==> config.mk <==
export PLATFORM = sky130hd
export DESIGN_NAME = bmpsr_unit
export DESIGN_NICKNAME = d
export VERILOG_FILES = /design/src/inc/bmpsr_pkg.sv /design/src/rtl/bmpsr_unit.sv
export VERILOG_INCLUDE_DIRS = /design/src /design/src/inc
export SDC_FILE = /design/constraint.sdc
export NUM_CORES = 2
export LEC_CHECK = 0
export ABC_AREA = 1
export ABC_CLOCK_PERIOD_IN_PS = 8600
export BUFFER_PORTS_ARGS = -buffer_cell sky130_fd_sc_hd__buf_2
export CAP_MARGIN = 5
export CORE_ASPECT_RATIO = 0.7
export CORE_MARGIN = 2
export CORE_UTILIZATION = 42
export DETAILED_ROUTE_END_ITERATION = 12
export REMOVE_ABC_BUFFERS = 1
export SLEW_MARGIN = 20
export SYNTH_ARGS = -nofsm -noshare
export SYNTH_HDL_FRONTEND = slang
export SYNTH_SLANG_ARGS = --single-unit
==> constraint.sdc <==
create_clock -name clk -period 8.6 [get_ports clk]
set_input_delay 1.72 -clock clk [delete_from_list [all_inputs] [get_ports clk]]
set_output_delay 1.72 -clock clk [all_outputs]
set_load 0.005 [all_outputs]
==> src/inc/bmpsr_defines.svh <==
// constants for the banked register and status word unit
// assumes the including file uses the bmpsr_pkg types
`ifndef BMPSR_DEFINES_SVH
`define BMPSR_DEFINES_SVH

// mode field codes
`define BMPSR_MODE_USR    5'h10
`define BMPSR_MODE_FIQ    5'h11
`define BMPSR_MODE_IRQ    5'h12
`define BMPSR_MODE_SVC    5'h13
`define BMPSR_MODE_ABT    5'h17
`define BMPSR_MODE_UND    5'h1B

// register port addresses beyond the sixteen visible registers
`define BMPSR_ADDR_CSW    5'h10
`define BMPSR_ADDR_SSW    5'h11

// status word field positions
`define BMPSR_FLAG_HI     31
`define BMPSR_FLAG_LO     28
`define BMPSR_IRQ_DIS_BIT 7
`define BMPSR_FIQ_DIS_BIT 6
`define BMPSR_MODE_HI     4

// physical register file
`define BMPSR_NUM_GPR     31
`define BMPSR_NUM_SSW     5
`define BMPSR_PC_IDX      5'h0F
`define BMPSR_FIQ_BASE    5'h10
`define BMPSR_IRQ_BASE    5'h17
`define BMPSR_SVC_BASE    5'h19
`define BMPSR_ABT_BASE    5'h1B
`define BMPSR_UND_BASE    5'h1D

// exception vectors and link offset
`define BMPSR_VEC_RESET   32'h00000000
`define BMPSR_VEC_UND     32'h00000004
`define BMPSR_VEC_SWI     32'h00000008
`define BMPSR_VEC_PABT    32'h0000000C
`define BMPSR_VEC_DABT    32'h00000010
`define BMPSR_VEC_IRQ     32'h00000018
`define BMPSR_VEC_FIQ     32'h0000001C
`define BMPSR_LINK_ADD    32'h00000004
`define BMPSR_PC_STEP     32'h00000004

// reset values of the status word
`define BMPSR_RESET_MODE  `BMPSR_MODE_SVC
`define BMPSR_RESET_DIS   1'b1
`define BMPSR_RESET_FLAGS 4'h0

`endif

==> src/inc/bmpsr_pkg.sv <==
// types for the banked register and status word unit
// assumes nothing beyond a SystemVerilog compiler
package bmpsr_pkg;

   typedef struct packed {
      logic [3:0] flags;
      logic       irq_dis;
      logic       fiq_dis;
      logic [4:0] mode;
   } bmpsr_psr_t;

   typedef struct packed {
      logic        wr;
      logic        rd;
      logic [4:0]  addr;
      logic [31:0] wdata;
   } bmpsr_bus_t;

   typedef enum logic [2:0] {
      BANK_USR, BANK_FIQ, BANK_IRQ, BANK_SVC, BANK_ABT, BANK_UND, BANK_BAD
   } bmpsr_bank_t;

   typedef enum logic [2:0] {
      EXC_NONE, EXC_UND, EXC_SWI, EXC_PABT, EXC_DABT
   } bmpsr_exc_t;

   typedef enum logic {ST_RUN, ST_LOCKED} bmpsr_state_t;

endpackage : bmpsr_pkg

==> src/rtl/bmpsr_unit.sv <==
// banked general registers, current and saved status words, exception entry
// assumes a core sequencer drives the step inputs synchronously to clk
`timescale 1ns/1ps
`include "bmpsr_defines.svh"
`default_nettype none

module bmpsr_unit (
   // clock and reset
   input  wire logic                   clk,
   input  wire logic                   nrst,
   // register port
   input  wire bmpsr_pkg::bmpsr_bus_t  bus,
   output var  logic [31:0]            rdata,
   // core sequencing
   input  wire logic                   instr_end,
   input  wire logic                   branch_link,
   input  wire logic [31:0]            branch_target,
   input  wire logic                   flags_we,
   input  wire logic [3:0]             flags_in,
   input  wire logic [3:0]             cond_code,
   input  wire bmpsr_pkg::bmpsr_exc_t  exc_req,
   output var  logic                   cond_pass,
   // interrupt pins
   input  wire logic                   fast_request_n,
   input  wire logic                   normal_request_n,
   input  wire logic                   sync_select,
   // state
   output var  bmpsr_pkg::bmpsr_psr_t  status,
   output var  logic [31:0]            pc,
   output var  logic                   exc_taken,
   output var  logic                   locked
);

   ////////////////////////////////////////////////////////////////////////////
   // decoding functions

   function automatic bmpsr_pkg::bmpsr_bank_t bank_of(input logic [4:0] m);
      unique case (m)
         `BMPSR_MODE_USR: bank_of = bmpsr_pkg::BANK_USR;
         `BMPSR_MODE_FIQ: bank_of = bmpsr_pkg::BANK_FIQ;
         `BMPSR_MODE_IRQ: bank_of = bmpsr_pkg::BANK_IRQ;
         `BMPSR_MODE_SVC: bank_of = bmpsr_pkg::BANK_SVC;
         `BMPSR_MODE_ABT: bank_of = bmpsr_pkg::BANK_ABT;
         `BMPSR_MODE_UND: bank_of = bmpsr_pkg::BANK_UND;
         default:         bank_of = bmpsr_pkg::BANK_BAD;
      endcase
   endfunction : bank_of

   // visible register number to physical slot
   function automatic logic [4:0] phys_idx(input logic [4:0] m, input logic [3:0] n);
      logic [4:0] base;
      base = 5'h00;
      unique case (bank_of(m))
         bmpsr_pkg::BANK_IRQ: base = `BMPSR_IRQ_BASE;
         bmpsr_pkg::BANK_SVC: base = `BMPSR_SVC_BASE;
         bmpsr_pkg::BANK_ABT: base = `BMPSR_ABT_BASE;
         bmpsr_pkg::BANK_UND: base = `BMPSR_UND_BASE;
         default:             base = 5'h00;
      endcase
      if (n == 4'hF)
         phys_idx = `BMPSR_PC_IDX;
      else if (bank_of(m) == bmpsr_pkg::BANK_FIQ && n >= 4'h8)
         phys_idx = `BMPSR_FIQ_BASE + {1'b0, n} - 5'h08;
      else if (base != 5'h00 && n >= 4'hD)
         phys_idx = base + {1'b0, n} - 5'h0D;
      else
         phys_idx = {1'b0, n};
   endfunction : phys_idx

   function automatic logic [2:0] ssw_idx(input bmpsr_pkg::bmpsr_bank_t b);
      ssw_idx = 3'(b) - 3'h1;
   endfunction : ssw_idx

   function automatic logic [31:0] pack(input bmpsr_pkg::bmpsr_psr_t p);
      pack = {p.flags, 20'h00000, p.irq_dis, p.fiq_dis, 1'b0, p.mode};
   endfunction : pack

   function automatic logic cond_ok(input logic [3:0] c, input logic [3:0] f);
      logic n, z, cy, v;
      {n, z, cy, v} = f;
      unique case (c)
         4'h0: cond_ok = z;
         4'h1: cond_ok = !z;
         4'h2: cond_ok = cy;
         4'h3: cond_ok = !cy;
         4'h4: cond_ok = n;
         4'h5: cond_ok = !n;
         4'h6: cond_ok = v;
         4'h7: cond_ok = !v;
         4'h8: cond_ok = cy && !z;
         4'h9: cond_ok = !cy || z;
         4'hA: cond_ok = n == v;
         4'hB: cond_ok = n != v;
         4'hC: cond_ok = !z && n == v;
         4'hD: cond_ok = z || n != v;
         4'hE: cond_ok = 1'b1;
         4'hF: cond_ok = 1'b0;
      endcase
   endfunction : cond_ok

   ////////////////////////////////////////////////////////////////////////////
   // storage

   logic [31:0]            gpr [0:`BMPSR_NUM_GPR-1];
   bmpsr_pkg::bmpsr_psr_t  ssw [0:`BMPSR_NUM_SSW-1];
   bmpsr_pkg::bmpsr_state_t state;
   logic                   fiq_s1, fiq_s2, irq_s1, irq_s2;

   ////////////////////////////////////////////////////////////////////////////
   // decode

   wire bmpsr_pkg::bmpsr_bank_t cur_bank   = bank_of(status.mode);
   wire logic                   run        = state == bmpsr_pkg::ST_RUN;
   wire logic                   privileged = cur_bank != bmpsr_pkg::BANK_USR;
   wire logic                   bus_wr     = run && bus.wr;
   wire logic                   gpr_wr     = bus_wr && !bus.addr[4];
   wire logic                   csw_wr     = bus_wr && bus.addr == `BMPSR_ADDR_CSW;
   wire logic                   ssw_wr     = bus_wr && bus.addr == `BMPSR_ADDR_SSW
                                             && privileged;
   wire logic [4:0]             wr_mode    = bus.wdata[`BMPSR_MODE_HI:0];
   wire logic                   bad_mode   = csw_wr && privileged
                                             && bank_of(wr_mode) == bmpsr_pkg::BANK_BAD;

   // async requests take the second synchroniser stage, a two cycle delay
   wire logic fast_level_n   = sync_select ? fast_request_n : fiq_s2;
   wire logic normal_level_n = sync_select ? normal_request_n : irq_s2;

   // interrupts are looked at only when an instruction ends
   wire logic fiq_go  = run && instr_end && !fast_level_n && !status.fiq_dis;
   wire logic irq_go  = run && instr_end && !normal_level_n && !status.irq_dis;
   wire logic dabt_go = run && instr_end && exc_req == bmpsr_pkg::EXC_DABT;
   wire logic pabt_go = run && instr_end && exc_req == bmpsr_pkg::EXC_PABT;
   wire logic und_go  = run && instr_end && exc_req == bmpsr_pkg::EXC_UND;
   wire logic swi_go  = run && instr_end && exc_req == bmpsr_pkg::EXC_SWI;
   wire logic take    = dabt_go || fiq_go || irq_go || pabt_go || und_go || swi_go;

   // fixed priority: data abort, fast, normal, prefetch abort, undefined or swi
   wire logic [4:0] entry_mode =
      dabt_go ? `BMPSR_MODE_ABT :
      fiq_go  ? `BMPSR_MODE_FIQ :
      irq_go  ? `BMPSR_MODE_IRQ :
      pabt_go ? `BMPSR_MODE_ABT :
      und_go  ? `BMPSR_MODE_UND : `BMPSR_MODE_SVC;
   wire logic [31:0] entry_vec =
      dabt_go ? `BMPSR_VEC_DABT :
      fiq_go  ? `BMPSR_VEC_FIQ :
      irq_go  ? `BMPSR_VEC_IRQ :
      pabt_go ? `BMPSR_VEC_PABT :
      und_go  ? `BMPSR_VEC_UND : `BMPSR_VEC_SWI;
   // pc already holds the next instruction address when the instruction ends
   wire logic [31:0] entry_link = (dabt_go || fiq_go || irq_go)
                                  ? gpr[`BMPSR_PC_IDX] + `BMPSR_LINK_ADD
                                  : gpr[`BMPSR_PC_IDX];
   wire logic        entry_fiq_dis = fiq_go && !dabt_go;
   wire logic [2:0]  entry_ssw     = ssw_idx(bank_of(entry_mode));
   wire logic [4:0]  entry_lr      = phys_idx(entry_mode, 4'hE);
   wire logic [4:0]  cur_lr        = phys_idx(status.mode, 4'hE);
   wire logic [4:0]  wr_idx        = phys_idx(status.mode, bus.addr[3:0]);
   wire logic [31:0] link_cur      = gpr[cur_lr];

   // read selection
   wire logic [31:0] gpr_rd = gpr[phys_idx(status.mode, bus.addr[3:0])];
   wire logic [31:0] ssw_rd = privileged ? pack(ssw[ssw_idx(cur_bank)]) : 32'h00000000;
   wire logic [31:0] rd_mux =
      !bus.addr[4]                   ? gpr_rd :
      bus.addr == `BMPSR_ADDR_CSW    ? pack(status) :
      bus.addr == `BMPSR_ADDR_SSW    ? ssw_rd : 32'h00000000;

   ////////////////////////////////////////////////////////////////////////////
   // synchronisers

   always_ff @(posedge clk or negedge nrst) begin
      if (!nrst) begin
         {fiq_s1, fiq_s2, irq_s1, irq_s2} <= 4'hF;
      end else begin
         {fiq_s2, fiq_s1} <= {fiq_s1, fast_request_n};
         {irq_s2, irq_s1} <= {irq_s1, normal_request_n};
      end
   end

   ////////////////////////////////////////////////////////////////////////////
   // general registers; later assignments take priority

   always_ff @(posedge clk or negedge nrst) begin
      if (!nrst) begin
         for (int i = 0; i < `BMPSR_NUM_GPR; i++) begin
            gpr[i] <= 32'h00000000;
         end
         gpr[`BMPSR_PC_IDX] <= `BMPSR_VEC_RESET;
      end else begin
         if (gpr_wr)
            gpr[wr_idx] <= (wr_idx == `BMPSR_PC_IDX) ? {bus.wdata[31:2], 2'h0} : bus.wdata;
         if (run && instr_end)
            gpr[`BMPSR_PC_IDX] <= gpr[`BMPSR_PC_IDX] + `BMPSR_PC_STEP;
         if (run && branch_link) begin
            gpr[cur_lr]        <= gpr[`BMPSR_PC_IDX];
            gpr[`BMPSR_PC_IDX] <= {branch_target[31:2], 2'h0};
         end
         if (take) begin
            gpr[entry_lr]      <= entry_link;
            gpr[`BMPSR_PC_IDX] <= entry_vec;
         end
      end
   end

   ////////////////////////////////////////////////////////////////////////////
   // status words

   always_ff @(posedge clk or negedge nrst) begin
      if (!nrst) begin
         status <= '{`BMPSR_RESET_FLAGS, `BMPSR_RESET_DIS, `BMPSR_RESET_DIS,
                     `BMPSR_RESET_MODE};
         for (int i = 0; i < `BMPSR_NUM_SSW; i++) begin
            ssw[i] <= '{4'h0, 1'b0, 1'b0, 5'h00};
         end
      end else begin
         if (csw_wr) begin
            status.flags <= bus.wdata[`BMPSR_FLAG_HI:`BMPSR_FLAG_LO];
            if (privileged) begin
               status.irq_dis <= bus.wdata[`BMPSR_IRQ_DIS_BIT];
               status.fiq_dis <= bus.wdata[`BMPSR_FIQ_DIS_BIT];
               status.mode    <= wr_mode;
            end
         end
         if (ssw_wr)
            ssw[ssw_idx(cur_bank)] <= '{bus.wdata[`BMPSR_FLAG_HI:`BMPSR_FLAG_LO],
                                        bus.wdata[`BMPSR_IRQ_DIS_BIT],
                                        bus.wdata[`BMPSR_FIQ_DIS_BIT], wr_mode};
         if (run && flags_we)
            status.flags <= flags_in;
         if (take) begin
            ssw[entry_ssw] <= status;
            status.mode    <= entry_mode;
            status.irq_dis <= 1'b1;
            if (entry_fiq_dis)
               status.fiq_dis <= 1'b1;
         end
      end
   end

   ////////////////////////////////////////////////////////////////////////////
   // lock state, answers and flags

   // a bad mode has no bank behind it, so the unit refuses all writes, steps and exceptions until reset
   always_ff @(posedge clk or negedge nrst) begin
      if (!nrst) begin
         state <= bmpsr_pkg::ST_RUN;
      end else begin
         unique case (state)
            bmpsr_pkg::ST_RUN:    if (bad_mode) state <= bmpsr_pkg::ST_LOCKED;
            bmpsr_pkg::ST_LOCKED: state <= bmpsr_pkg::ST_LOCKED;
         endcase
      end
   end

   always_ff @(posedge clk or negedge nrst) begin
      if (!nrst) begin
         rdata     <= 32'h00000000;
         cond_pass <= 1'b0;
         exc_taken <= 1'b0;
         locked    <= 1'b0;
         pc        <= `BMPSR_VEC_RESET;
      end else begin
         rdata     <= bus.rd ? rd_mux : 32'h00000000;
         cond_pass <= cond_ok(cond_code, status.flags);
         exc_taken <= take;
         locked    <= state == bmpsr_pkg::ST_LOCKED || bad_mode;
         pc        <= take ? entry_vec : gpr[`BMPSR_PC_IDX];
      end
   end
endmodule : bmpsr_unit

`default_nettype wire

==> results.md <==
Status:
- The flow ran to the end, and the final reports show no timing, DRC or antenna violations.

Synth:
- The number of warnings issued by yosys is 0.
- The share of synthesized area in the top cell type comes to 0.4701.
- In the synthesized netlist, the cells that appear most often are 2,565 x nand2_1, 1,120 x dfrtp_1, 1,076 x o21ai_0.
- The flop and latch count out of synthesis is 1,129.
- The cell type contributing the most total cell area after synthesis is dfrtp_1.
- The share of synthesized area occupied by flip-flops and latches is 0.4741.
- The mapped cell area is 0.05961 sq mm.
- The number of library cell types mapped by synthesis is 48.
- The cell count after synthesis came out at between 8,000 and 9,000.
- The number of synthesized flops with an enable pin is 0.
- Counting flops with an async set or reset pin after synthesis yields a share of 1.000.
- In the post-synthesis netlist, the biggest area contributors are dfrtp_1 47%, nand2_1 16%, o21ai_0 9.0%.
- The average cell area after synthesis is ~7.3 sq um.
- The most used flip-flop cell after synthesis is dfrtp_1.
- Yosys instantiated no cell more often than nand2_1.

Drt:
- The detail route stage leaves a number of antenna-violating nets equal to 0.
- The initial DRC count is about 8,100.
- Wires add up to ~250,000 microns.
- Using the TritonRoute via totals, the vias-per-cell ratio works out to around 5.8.
- The number of optimization iterations in the first detailed-route pass is 6.
- After detailed routing, the number of remaining DRC violations is 0.
- The detail-routed net length per standard cell is roughly 25 microns.
- The overall via count from detail_route is 58,230.

Power:
- Of the total power, registers draw 0.463.
- Cell internal power was estimated by the tool at roughly 0.0086 W.
- Of the total power, combinational logic draws 0.087.
- After layout, the design draws a total of between 0.01 and 0.015 W.
- The power density relative to cell area is between 150 and 200 mW/mm^2.
- The switching share of power is 0.2727.
- VDD sags by at most about 160 uV.
- The analysis attributes to cell leakage a power of about 32 nW.
- The clock network fraction of total power is 0.450.
- For this design the total switching power over the nets is between 0.003 and 0.004 W.

Worst setup path:
- The critical path in this run is classified as flip-flop to flip-flop.
- At the worst endpoint, the arrival time is just over 8 ns.
- STA classifies the critical path endpoint as a flip-flop.
- The slowest cell on the critical path is nand2_1.
- In this design, the critical path's most frequently occurring cell is inv_1.
- The delay of the slowest critical-path stage is around 0.80 ns.
- The worst setup path is launched from a flip-flop.
- At the worst endpoint, the required time is 9.25 ns.
- In this run the worst path has a maximum fanout of 26.
- The internal reg-to-reg setup slack is 1.05 ns.

Timing:
- Dividing the final minimum period by the clock period gives 0.8779.
- The number of setup violations in the final report is 0.
- The maximum clock frequency is approximately 130 MHz.
- Setup repair after global routing left no endpoint under its margin.
- The final hold violation count was 0.
- The worst pin sits at a relative slew slack of 0.1954.
- The slew at the pin closest to its max-slew limit is 1.194 ns.
- The final max-slew violation count is 0.
- Setup total negative slack on the finished layout was measured at 0 ns.
- Counting I/O delays and the setup requirement, the final critical path takes ~7.5 ns.
- Between clock sinks in the finished design, the worst skew comes to approximately 0.032 ns.

Die:
- The initial utilization of the core area, before any placement, comes to 0.4236.
- The number of rows created at floorplan is approximately 120.
- The number of I/O pins is roughly 170.
- From left edge to right edge, the die measures about 450 microns.
- The die boundary height is approximately 320 microns.
- The die covers 0.1450 sq mm.
- The area of the core region is 0.1407 sq mm.

Clocking:
- The clock latency on the worst-skew pair is 0.78 ns.
- The worst-case clock buffer depth is 3.
- The number of clock sinks is between 1,000 and 1,500.
- The clock edge transition at the registers on the reported setup and hold paths is about 0.060 ns.
- The number of setup buffers added after CTS is 0.
- The root buffer selected by CTS is clkbuf_16.
- The count of cells resized by post-cts repair is 0.
- The level count of the clock H-tree is 3.
- TritonCTS built the clock tree.
- Buffers inserted during clock tree synthesis total 117.
- After clock tree synthesis, the flow added hold-fix buffers numbering 0.

GRT:
- The residual overflow from global routing is 0.
- The initial antenna violation count is 12.
- The pin count of the biggest net entering global routing is approximately 200.
- The number of global-route vias before repair came to 52,770.
- The first global-routing pass estimated 364,700 microns of wire.
- The global-route usage over all layers is 0.3387.

Placement:
- The half-perimeter wire length after placement is approximately 160,000 microns.
- The count of input and output buffers is about 170.
- At the end of routability-driven placement, the weighted congestion stood at 0.9456.

Min path:
- The path class of the tightest hold or removal check is flip-flop to flip-flop.

Layout:
- The net count of the finished layout is 8,149.
- For this run, the share of the core covered by cells in the final layout is 0.4673.
- The share of layout cells above drive strength 1 is 0.07352.
- The relative area change from synthesis to final layout is 10.30%.

Job:
- The count of maximum capacitance violations is 0.
logic make-up (layout without fill, tap and decap cells):
| kind of cell | Yosys count | count (layout) | share of synthesized area |
|---|---|---|---|
| muxes | 4 | 4 | 0.0006716 |
| xor gates and xnor gates | 25 | 25 | 0.003673 |
| and+or+nand+nor | 3429 | 3429 | 0.2300 |
| DFF | 1129 | 1129 | 0.4741 |
| AOI/OAI and AO/OA | 2051 | 2051 | 0.1862 |
| buffers and inverters | 1562 | 1474 | 0.1006 |
| other | 0 | 6 | 0 |
| adders and majority gates | 22 | 22 | 0.004743 |
registers in the layout (all words and copies together), names as in the netlist, named ones only:
name / count
fiq_s2: 1
fiq_s1: 1
irq_s2: 1
status: 11
pc: 32
ssw: 55
gpr: 989
exc_taken: 1
cond_pass: 1
locked: 1
irq_s1: 1
rdata: 32
power by group through the flow:
stage	registers (W)	logic, W	clock network (W)
final	0.00545	0.00102	0.00530
after global routing	0.00546	0.00109	0.00554
after floorplan	0.00552	0.000432	0
after detailed placement	0.00555	0.000981	0
after global placement	0.00555	0.000978	0
after CTS	0.00545	0.000984	0.00534
metrics by stage:
stage | setup WS, ns | hold WS (ns) | instance area (sq um) | std cells
2_1_floorplan | -7.379 | 0.3452 | 57160 | 7604
5_1_grt | 0.5540 | 0.3626 | 65740 | 10010
6_report | 1.050 | 0.3568 | 65750 | 10010
3_3_place_gp | 1.404 | 0.3458 | 61820 | 9788
4_1_cts | 1.294 | 0.3586 | 65690 | 10000
3_5_place_dp | 1.315 | 0.3497 | 61820 | 9788
worst max-delay path, delay by kind of cell (launching register included):
family / cells / cell delay, ns
buf+inv: 9 / 1.67
simple gates: 6 / 2.14
compound gates: 5 / 1.43
xor+xnor: 1 / 0.17
fa+ha+maj: 5 / 1.38
flops: 1 / 0.58
cell usage in the layout, fill, tap and decap left out, drive strengths merged, types with 3 or more instances in the layout:
master,Yosys,final
a21oi,449,449
a22oi,5,5
a31oi,6,6
buf,141,314
bufinv,0,8
clkbuf,477,173
clkinv,32,57
dfrtp,1120,1120
dfstp,9,9
diode,0,6
ha,21,21
inv,912,920
mux2i,4,4
nand2,2566,2566
nand3,160,160
nand4,178,178
nor2,474,474
nor3,34,34
nor4,10,10
o211ai,139,139
o21ai,1132,1132
o221ai,3,3
o22ai,293,293
o2bb2ai,13,13
o31ai,4,4
or2,5,5
xor2,23,23
layer usage:
layer	up-vias	wire length [microns]	GRT usage
met4	6	7146	0.09198
met5	-	46	0
met2	3639	95180	0.4323
met1	27960	108900	0.5142
li1	26160	-	-
met3	468	38960	0.1391
cell type report:
| type | count | area, sq um |
|---|---|---|
| repair buffers | 314 | 2105 |
| well taps | 1872 | 2342 |
| inverters | 944 | 3548 |
| diodes | 6 | 15.01 |
| flip-flops and latches | 1129 | 28260 |
| clock inverters | 43 | 480.5 |
| clock buffers | 173 | 3388 |
| fillers | 14080 | 74970 |
| multi-input cells | 5531 | 25610 |
worst paths after layout:
path	from	endpoint	cells after the start
worst max-delay path	status[1]	gpr[861]	26
worst min-delay path	irq_s1	irq_s2	0
worst max register to register	status[1]	gpr[861]	26
worst min register to register	irq_s1	irq_s2	0
max in group asynchronous	nrst	gpr[746]	3
min in group asynchronous	nrst	gpr[267]	1
Note: power is estimated with default switching activity, not from simulation.
